`src/logic/mci_pkg.sv`:
```
/*
 * Constants, field layout and state type for the command-complete
 * interrupt enable block of the management-serial controller.
 * Assumes a 32-bit APB master on the system clock and an external
 * shift engine on the same clock.
 *
 */
`default_nettype none

package mci_pkg;

	// Bus geometry
	localparam int MCI_ADDR_W = 8;
	localparam int MCI_SLOTS  = 2;

	// Register byte offsets
	localparam logic [7:0] MCI_OFF_RAW    = 8'h00;
	localparam logic [7:0] MCI_OFF_MASKED = 8'h04;
	localparam logic [7:0] MCI_OFF_ENSET  = 8'h08;
	localparam logic [7:0] MCI_OFF_ENCLR  = 8'h0C;
	localparam logic [7:0] MCI_OFF_CMD0   = 8'h10;
	localparam logic [7:0] MCI_OFF_CMD1   = 8'h14;

	// Command word field positions
	localparam int MCI_GO_BIT    = 31;
	localparam int MCI_DIR_BIT   = 30;
	localparam int MCI_ACK_BIT   = 29;
	localparam int MCI_REG_LSB   = 21;
	localparam int MCI_PHY_LSB   = 16;
	localparam int MCI_DATA_LSB  = 0;

	// Reset values
	localparam logic [1:0]  MCI_EN_RST   = 2'h0;
	localparam logic [1:0]  MCI_RAW_RST  = 2'h0;
	localparam logic [4:0]  MCI_FLD5_RST = 5'h00;
	localparam logic [15:0] MCI_DATA_RST = 16'h0000;

	// Whole block state
	typedef struct packed {
		logic [1:0]       en;      // Shared enable per slot
		logic [1:0]       raw;     // Sticky completion events
		logic [1:0]       go;      // Launch flags
		logic [1:0]       dir;     // 1 = PHY write
		logic [1:0]       ack;     // PHY acknowledged
		logic [1:0][4:0]  regidx;  // PHY register index
		logic [1:0][4:0]  physel;  // PHY select
		logic [1:0][15:0] data;    // Write or read data
		logic [31:0]      prdata;  // Captured read data
		logic             err;     // Captured unmapped flag
		logic             hit;     // Read data captured
	} mci_state_t;

endpackage : mci_pkg

`default_nettype wire

```
`src/logic/mci_cmd_irq.sv`:
```
/*
 * APB register slave holding the two command slots, their
 * completion events and the interrupt enables.
 * Assumes the shift engine runs on CLK_SYS_I, reads the slot fields
 * while its launch flag is high and pulses ENG_DONE_I for one cycle.
 */
`timescale 1ns/1ps
`default_nettype none

module mci_cmd_irq
	import mci_pkg::*;
(
	input  wire logic                  CLK_SYS_I,
	input  wire logic                  NRST_I,
	input  wire logic                  CE_I,
	input  wire logic                  PSEL_I,
	input  wire logic                  PENABLE_I,
	input  wire logic                  PWRITE_I,
	input  wire logic [MCI_ADDR_W-1:0] PADDR_I,
	input  wire logic [31:0]           PWDATA_I,
	output logic      [31:0]           PRDATA_O,
	output logic                       PREADY_O,
	output logic                       PSLVERR_O,
	output logic      [1:0]            ENG_GO_O,
	output logic      [1:0]            ENG_DIR_O,
	output logic      [9:0]            ENG_REGIDX_O,
	output logic      [9:0]            ENG_PHYSEL_O,
	output logic      [31:0]           ENG_WDATA_O,
	input  wire logic [1:0]            ENG_DONE_I,
	input  wire logic                  ENG_ACK_I,
	input  wire logic [15:0]           ENG_RDATA_I,
	output logic                       CMD_DONE_IRQ_O
);

	mci_state_t st_reg;   // Registered state
	mci_state_t st_next;  // Next state
	logic       xfer;     // Completing APB access
	logic       wr;       // Completing write

	// Packs one slot into the command word layout
	function automatic logic [31:0] mci_pack(input logic go, input logic dir, input logic ack,
		input logic [4:0] ri, input logic [4:0] ps, input logic [15:0] d);
		logic [31:0] w;
		w = 32'h0000_0000;
		w[MCI_GO_BIT] = go;
		w[MCI_DIR_BIT] = dir;
		w[MCI_ACK_BIT] = ack;
		w[MCI_REG_LSB +: 5] = ri;
		w[MCI_PHY_LSB +: 5] = ps;
		w[MCI_DATA_LSB +: 16] = d;
		return w;
	endfunction : mci_pack

	// Bus handshake; a frozen block stalls the bus
	assign PREADY_O  = PENABLE_I & st_reg.hit & CE_I;
	assign xfer      = PSEL_I & PENABLE_I & PREADY_O;
	assign wr        = xfer & PWRITE_I;
	assign PRDATA_O  = st_reg.prdata;
	assign PSLVERR_O = xfer & st_reg.err;

	// Engine side straight from flops
	assign ENG_GO_O     = st_reg.go;
	assign ENG_DIR_O    = st_reg.dir;
	assign ENG_REGIDX_O = {st_reg.regidx[1], st_reg.regidx[0]};
	assign ENG_PHYSEL_O = {st_reg.physel[1], st_reg.physel[0]};
	assign ENG_WDATA_O  = {st_reg.data[1], st_reg.data[0]};

	assign CMD_DONE_IRQ_O = |(st_reg.raw & st_reg.en);

	// Next-state logic
	always_comb begin
		st_next = st_reg;
		// Capture read data once per transfer, before the access completes
		if (PSEL_I && !st_reg.hit) begin
			st_next.hit = 1'b1;
			st_next.err = 1'b0;
			unique case (PADDR_I)
				MCI_OFF_RAW:    st_next.prdata = {30'h0, st_reg.raw};
				MCI_OFF_MASKED: st_next.prdata = {30'h0, st_reg.raw & st_reg.en};
				MCI_OFF_ENSET:  st_next.prdata = {30'h0, st_reg.en};
				MCI_OFF_ENCLR:  st_next.prdata = {30'h0, ~st_reg.en};
				MCI_OFF_CMD0:   st_next.prdata = mci_pack(st_reg.go[0], st_reg.dir[0], st_reg.ack[0],
					st_reg.regidx[0], st_reg.physel[0], st_reg.data[0]);
				MCI_OFF_CMD1:   st_next.prdata = mci_pack(st_reg.go[1], st_reg.dir[1], st_reg.ack[1],
					st_reg.regidx[1], st_reg.physel[1], st_reg.data[1]);
				default: begin
					// Unmapped reads zero with an error
					st_next.prdata = 32'h0000_0000;
					st_next.err    = 1'b1;
				end
			endcase
		end
		if (xfer) begin
			st_next.hit = 1'b0;
		end
		// Register writes; only bits 1:0 count on enable and event registers
		if (wr) begin
			unique case (PADDR_I)
				MCI_OFF_RAW, MCI_OFF_MASKED: st_next.raw = st_reg.raw & ~PWDATA_I[1:0];
				// write 1 sets; zero no effect
				MCI_OFF_ENSET: st_next.en = st_reg.en | PWDATA_I[1:0];
				// write 1 clears; zero no effect
				MCI_OFF_ENCLR: st_next.en = st_reg.en & ~PWDATA_I[1:0];
				default: ;
			endcase
		end
		for (int n = 0; n < MCI_SLOTS; n++) begin
			if (wr && !st_reg.go[n] && PADDR_I == (n == 0 ? MCI_OFF_CMD0 : MCI_OFF_CMD1)) begin
				st_next.go[n]     = PWDATA_I[MCI_GO_BIT];
				st_next.dir[n]    = PWDATA_I[MCI_DIR_BIT];
				st_next.ack[n]    = PWDATA_I[MCI_ACK_BIT];
				st_next.regidx[n] = PWDATA_I[MCI_REG_LSB +: 5];
				st_next.physel[n] = PWDATA_I[MCI_PHY_LSB +: 5];
				st_next.data[n]   = PWDATA_I[MCI_DATA_LSB +: 16];
			end
			if (ENG_DONE_I[n] && st_reg.go[n]) begin
				st_next.go[n]  = 1'b0;
				st_next.ack[n] = ENG_ACK_I;
				if (!st_reg.dir[n]) begin
					st_next.data[n] = ENG_RDATA_I;
				end
				st_next.raw[n] = 1'b1;
			end
		end
	end

	// State register; clock enable freezes everything except the synchronous reset
	always_ff @(posedge CLK_SYS_I) begin
		if (!NRST_I) begin
			st_reg        <= '0;
			st_reg.en     <= MCI_EN_RST;
			st_reg.raw    <= MCI_RAW_RST;
			st_reg.regidx <= {MCI_FLD5_RST, MCI_FLD5_RST};
			st_reg.physel <= {MCI_FLD5_RST, MCI_FLD5_RST};
			st_reg.data   <= {MCI_DATA_RST, MCI_DATA_RST};
		end else if (CE_I) begin
			st_reg <= st_next;
		end
	end

	AST_ENSET: assert property (@(posedge CLK_SYS_I) disable iff (!NRST_I)
		wr && PADDR_I == MCI_OFF_ENSET && PWDATA_I[0] |=> st_reg.en[0])
		else $error("Enable set write did not enable slot 0");

	AST_NOIRQ: assert property (@(posedge CLK_SYS_I) disable iff (!NRST_I)
		st_reg.en == 2'h0 && !wr |=> !CMD_DONE_IRQ_O)
		else $error("Interrupt raised with both slots disabled");

	AST_ZEROWR: assert property (@(posedge CLK_SYS_I) disable iff (!NRST_I)
		wr && (PADDR_I == MCI_OFF_ENSET || PADDR_I == MCI_OFF_ENCLR) && PWDATA_I[1:0] == 2'h0
		|=> $stable(st_reg.en))
		else $error("Zero write changed enable state");

	AST_ENCLR: assert property (@(posedge CLK_SYS_I) disable iff (!NRST_I)
		wr && PADDR_I == MCI_OFF_ENCLR && PWDATA_I[1] |=> !st_reg.en[1])
		else $error("Enable clear write did not disable slot 1");

	AST_ENREAD: assert property (@(posedge CLK_SYS_I) disable iff (!NRST_I)
		xfer && !PWRITE_I && PADDR_I == MCI_OFF_ENCLR |-> PRDATA_O == {30'h0, ~st_reg.en})
		else $error("Enable clear read wrong");
	AST_ENSETRD: assert property (@(posedge CLK_SYS_I) disable iff (!NRST_I)
		xfer && !PWRITE_I && PADDR_I == MCI_OFF_ENSET |-> PRDATA_O == {30'h0, st_reg.en})
		else $error("Enable set read wrong");

	AST_LAYOUT: assert property (@(posedge CLK_SYS_I) disable iff (!NRST_I)
		xfer && !PWRITE_I && PADDR_I == MCI_OFF_CMD0 && !$past(ENG_DONE_I[0])
		|-> PRDATA_O[28:26] == 3'h0 && PRDATA_O[25:21] == st_reg.regidx[0] && PRDATA_O[20:16] == st_reg.physel[0])
		else $error("Command word fields misplaced");

	AST_SELFCLR: assert property (@(posedge CLK_SYS_I) disable iff (!NRST_I)
		CE_I && st_reg.go[0] && ENG_DONE_I[0] |=> !st_reg.go[0] && st_reg.raw[0])
		else $error("Launch flag did not self-clear");

	AST_BLOCK: assert property (@(posedge CLK_SYS_I) disable iff (!NRST_I)
		wr && st_reg.go[1] && !ENG_DONE_I[1] && PADDR_I == MCI_OFF_CMD1
		|=> $stable(st_reg.regidx[1]) && $stable(st_reg.data[1]) && st_reg.go[1])
		else $error("Command write accepted while launched");

	AST_RAW: assert property (@(posedge CLK_SYS_I) disable iff (!NRST_I)
		CE_I && st_reg.go[1] && ENG_DONE_I[1] && !st_reg.en[1] |=> st_reg.raw[1])
		else $error("Raw event not set on completion");

	AST_IRQ: assert property (@(posedge CLK_SYS_I) disable iff (!NRST_I)
		CE_I && st_reg.go[0] && ENG_DONE_I[0] && st_reg.en[0] && !wr |=> CMD_DONE_IRQ_O)
		else $error("Enabled completion raised no interrupt");

	AST_RSVD: assert property (@(posedge CLK_SYS_I) disable iff (!NRST_I)
		xfer && !PWRITE_I && (PADDR_I == MCI_OFF_ENSET || PADDR_I == MCI_OFF_ENCLR || PADDR_I == MCI_OFF_MASKED)
		|-> PRDATA_O[31:2] == 30'h0)
		else $error("Reserved enable bits not zero");

	AST_LAUNCH: assert property (@(posedge CLK_SYS_I) disable iff (!NRST_I)
		wr && PADDR_I == MCI_OFF_CMD0 && !st_reg.go[0] && PWDATA_I[MCI_GO_BIT] |=> ENG_GO_O[0])
		else $error("Launch flag not set by write");

	// masked read back; a completion at the capture edge is not yet seen
	AST_MASKRD: assert property (@(posedge CLK_SYS_I) disable iff (!NRST_I)
		xfer && !PWRITE_I && PADDR_I == MCI_OFF_MASKED && $past(ENG_DONE_I) == 2'h0
		|-> PRDATA_O[1:0] == (st_reg.raw & st_reg.en))
		else $error("Masked status read wrong");

endmodule : mci_cmd_irq

`default_nettype wire

```
`config.mk`:
```
export PLATFORM = sky130hd
export DESIGN_NAME = mci_cmd_irq
export DESIGN_NICKNAME = d
export VERILOG_FILES = /design/src/logic/mci_pkg.sv /design/src/logic/mci_cmd_irq.sv
export SDC_FILE = /design/constraint.sdc
export NUM_CORES = 1
export LEC_CHECK = 0
export BUFFER_PORTS_ARGS = -buffer_cell sky130_fd_sc_hd__buf_2
export CAP_MARGIN = 20
export CORE_UTILIZATION = 46
export CTS_CLUSTER_SIZE = 10
export DETAILED_ROUTE_END_ITERATION = 8
export HOLD_SLACK_MARGIN = 0.1
export PLACE_DENSITY_LB_ADDON = 0.15
export SYNTH_ARGS = -nofsm -noshare
export SYNTH_HDL_FRONTEND = slang
export SYNTH_SLANG_ARGS = --single-unit
export TNS_END_PERCENT = 30
```
`constraint.sdc`:
```
create_clock -name CLK_SYS_I -period 1.5 [get_ports CLK_SYS_I]
set_input_delay 0.075 -clock CLK_SYS_I [delete_from_list [all_inputs] [get_ports CLK_SYS_I]]
set_output_delay 0.075 -clock CLK_SYS_I [all_outputs]
set_load 0.01 [all_outputs]
```
==> run summary <==
Status: complete, no violations
Mean Syn Cell Area: 8.70 sq um
Std cell rows: 36
Max Root-Sink Buffers: 2
Sw Ratio: 25.6%
Drt drc: 0
Starting DRT DRC Count: 282
Library cells used by synthesis: 44
TritonCTS Buffers: 9
Worst-path cell chain: nor4bb_4 -> and4_4 -> buf_12 -> nand2_1 -> a21oi_1
TritonRoute pass-1 iters: 5
Leading cell types in the layout, fill and taps excluded: buf_2 (149), dfxtp_1 (91), nor2_1 (62)
Crit-path max FO: 15
Sequential cell fraction of total power: 55.7%
CP Capture Type: flop
Initial antenna violation count: 0
Root buffer selected by CTS: clkbuf_8
Critical Path RT: 1.78 ns
Clock Skews: 0.0127 ns
Final hold viol count: 0
Vias in the first global route: 4199
Initial Utilization: 47.9%
Adder-cell share of the synthesized area: 0%
Slowest-stage cell, CP: nor4bb_4
HPWL after DPL: 9050 um
Critical path's largest stage delay: 0.35 ns
Fraction of layout cells with a size suffix above 1: 36.0%
Placed Area: 5170 sq um
# port buffers: 149
Clock power share: 33.9%
Reg clk slew, reported paths: 0.10 ns
H-tree depth reported by CTS: 3
Synthesis-to-finish area growth: 26.6%
Post-synthesis mux area share: 6.32%
Core Area: 9910 sq um
Vias/cell: 5.48
Max FFs per register: 32
Die H: 104 um
Synth Area in Simple Gates: 18.5%
Avg WL per Cell: 16.9 um
Post-route ant nets: 0
Final non-filler cell total: 808
Crit share post-route: 97.9%
Fill cells: 867
Post-synthesis register bit count: 93
Post-Route WL: 13600 um
Crit path buf inv count: 1
Post-Synth XOR/XNOR Area: 0.184%
Die area: 10700 sq um
# diodes: 0
Min-delay worst type: in2reg
Placed Cells incl. Taps: 743
Slew Viols, Final: 0
RSZ-0062 raised after global routing: true
Power per cell area: 739 nW/um^2
Main combinational cell family by area after synthesis: simple AND/OR/NAND/NOR gates
Critical path class: reg2reg
IO Pins: 156
Post-route cell area: 6010 sq um
Psw: 1140 uW
Seq/Total Area, Yosys: 39.2%
Most common cell after layout, fill and taps aside: buf_2
Die X: 104 um
TritonCTS clock tree: yes
CP Launch Type: flop
Layout Nets: 735
CP top delay family: simple AND/OR/NAND/NOR gates
First-pass GRT wire length: 21500 um
Area of the multi-input gates: 2170 sq um
Max VDD drop: 0.446 mV
Post-Syn Area: 4750 sq um
Fin crit period: 1.47 ns
Seq. cell area: 1860 sq um
Cell count after synthesis: 546
MaxCap Viol Count: 0
Compound-Gate Fraction of Synth Area: 17.3%
Lkg Pwr: 0.00268 uW
Worst-skew pair later-pin latency: 0.36 ns
Grt ovf: 0
Final setup violation count: 0
Synth warn: 0
Largest net degree at the start of global routing: 30
Comb pwr share: 10.4%
Internal: 3310 uW
Gr usage total: 24.7%
Max frequency: 681 MHz
CTS Sinks: 93
GP Congestion: 0.838
Critical path data arrival time: 1.75 ns
Via count: 4424
## worst min-delay path: cells and delay by family
kind	cells	cell delay [ns]
AO/OA/AOI/OAI	1	0.09
multiplexers	1	0.15
buffers and inverters	1	0.12
## worst paths after layout
path	startpoint	to	slack, ns	cells after the start
setup reg to reg	ENG_GO_O[0]	ENG_REGIDX_O[3]	0.03	5
hold / removal	PWDATA_I[15]	ENG_WDATA_O[31]	0.13	3
hold reg to reg	ENG_PHYSEL_O[9]	ENG_PHYSEL_O[9]	0.47	2
setup / recovery	ENG_GO_O[0]	ENG_REGIDX_O[3]	0.03	5
## per-stage QoR
stage | utilization, % | worst slack [ns] | TNS [ns] | hold slack, ns | total power, uW
after CTS | 59.0 | -0.0206 | -0.0502 | 0.107 | 4450
after global placement | 52.2 | -0.0428 | -0.334 | 0.332 | 2860
final | 60.7 | 0.0312 | 0 | 0.129 | 4440
after global routing | 60.7 | -0.0610 | -0.561 | 0.117 | 4620
after floorplan | - | 0.0239 | 0 | 0.176 | 2710
after detailed placement | 52.2 | -0.0557 | -0.901 | 0.339 | 2870
## cells by family after synthesis
logic type,count (synthesis)
compound gates,110
xor+xnor,1
buf+inv,130
flops,93
mux,30
other cells,1
simple gates,181
## synth_stat cells
cell type / instances / area share [%]
nor4bb_1: 1 / 0.21
nand4_2: 3 / 0.79
a31oi_1: 3 / 0.40
nor3_4: 1 / 0.34
buf_6: 4 / 0.95
a41oi_1: 2 / 0.37
o21ai_0: 5 / 0.53
a21o_1: 1 / 0.16
inv_1: 3 / 0.24
and2_1: 2 / 0.26
or3b_2: 1 / 0.18
a311oi_1: 2 / 0.37
nor4_4: 1 / 0.45
conb_1: 1 / 0.079
and3_1: 4 / 0.53
nand2b_1: 4 / 0.53
nand3_1: 6 / 0.63
buf_2: 12 / 1.3
and4_1: 3 / 0.55
a22o_1: 1 / 0.18
a21oi_1: 30 / 3.2
a221oi_1: 2 / 0.37
o311ai_0: 1 / 0.18
o2111ai_1: 1 / 0.18
and4b_1: 1 / 0.21
or4_4: 1 / 0.24
a2bb2oi_1: 27 / 5.0
nand3b_1: 3 / 0.47
a211oi_1: 1 / 0.16
buf_4: 91 / 14
xor2_1: 1 / 0.18
o221a_2: 2 / 0.47
nor2_1: 62 / 4.9
o221ai_1: 29 / 5.3
buf_1: 1 / 0.079
and3b_1: 1 / 0.18
mux2i_1: 30 / 6.3
o21a_1: 3 / 0.47
nand2_1: 48 / 3.8
and3_2: 1 / 0.16
dfxtp_1: 93 / 39
clkbuf_1: 19 / 1.5
or2_2: 1 / 0.13
nor3_1: 37 / 3.9
## power groups by stage
stage	clock network, uW	logic [uW]	registers, uW
2_1_floorplan	0	172	2530
3_3_place_gp	0	329	2530
3_5_place_dp	0	331	2530
4_1_cts	1540	433	2480
5_1_grt	1650	497	2480
6_report	1500	463	2480
## routing by layer
layer	share of wire, %	track usage, %	vias up	wire (um)
met1	45	32.6	2123	6100
met3	6.5	5.60	15	890
met2	47	40.4	180	6450
met4	1.5	6.83	0	198
met5	0	0	-	0
li1	-	-	2106	-
## area by class of cell
type | count | share of cell area (%)
clock buffers | 10 | 2.12
clock inverters | 6 | 0.666
inverters | 3 | 0.187
multi-input cells | 325 | 36.1
flip-flops and latches | 93 | 31.0
well taps | 133 | 2.77
repair buffers | 238 | 27.1
## repair_timing
action | 4_1_cts | 5_1_grt
endpoints found under the setup margin | 29 | 39
gates resized for setup | 3 | 31
pin swaps | 1 | 11
endpoints found under the hold margin | 65 | 0
setup buffers | 0 | 0
hold buffers | 48 | 0
gates cloned | 0 | 1
Note: power is estimated with default switching activity, not from simulation.
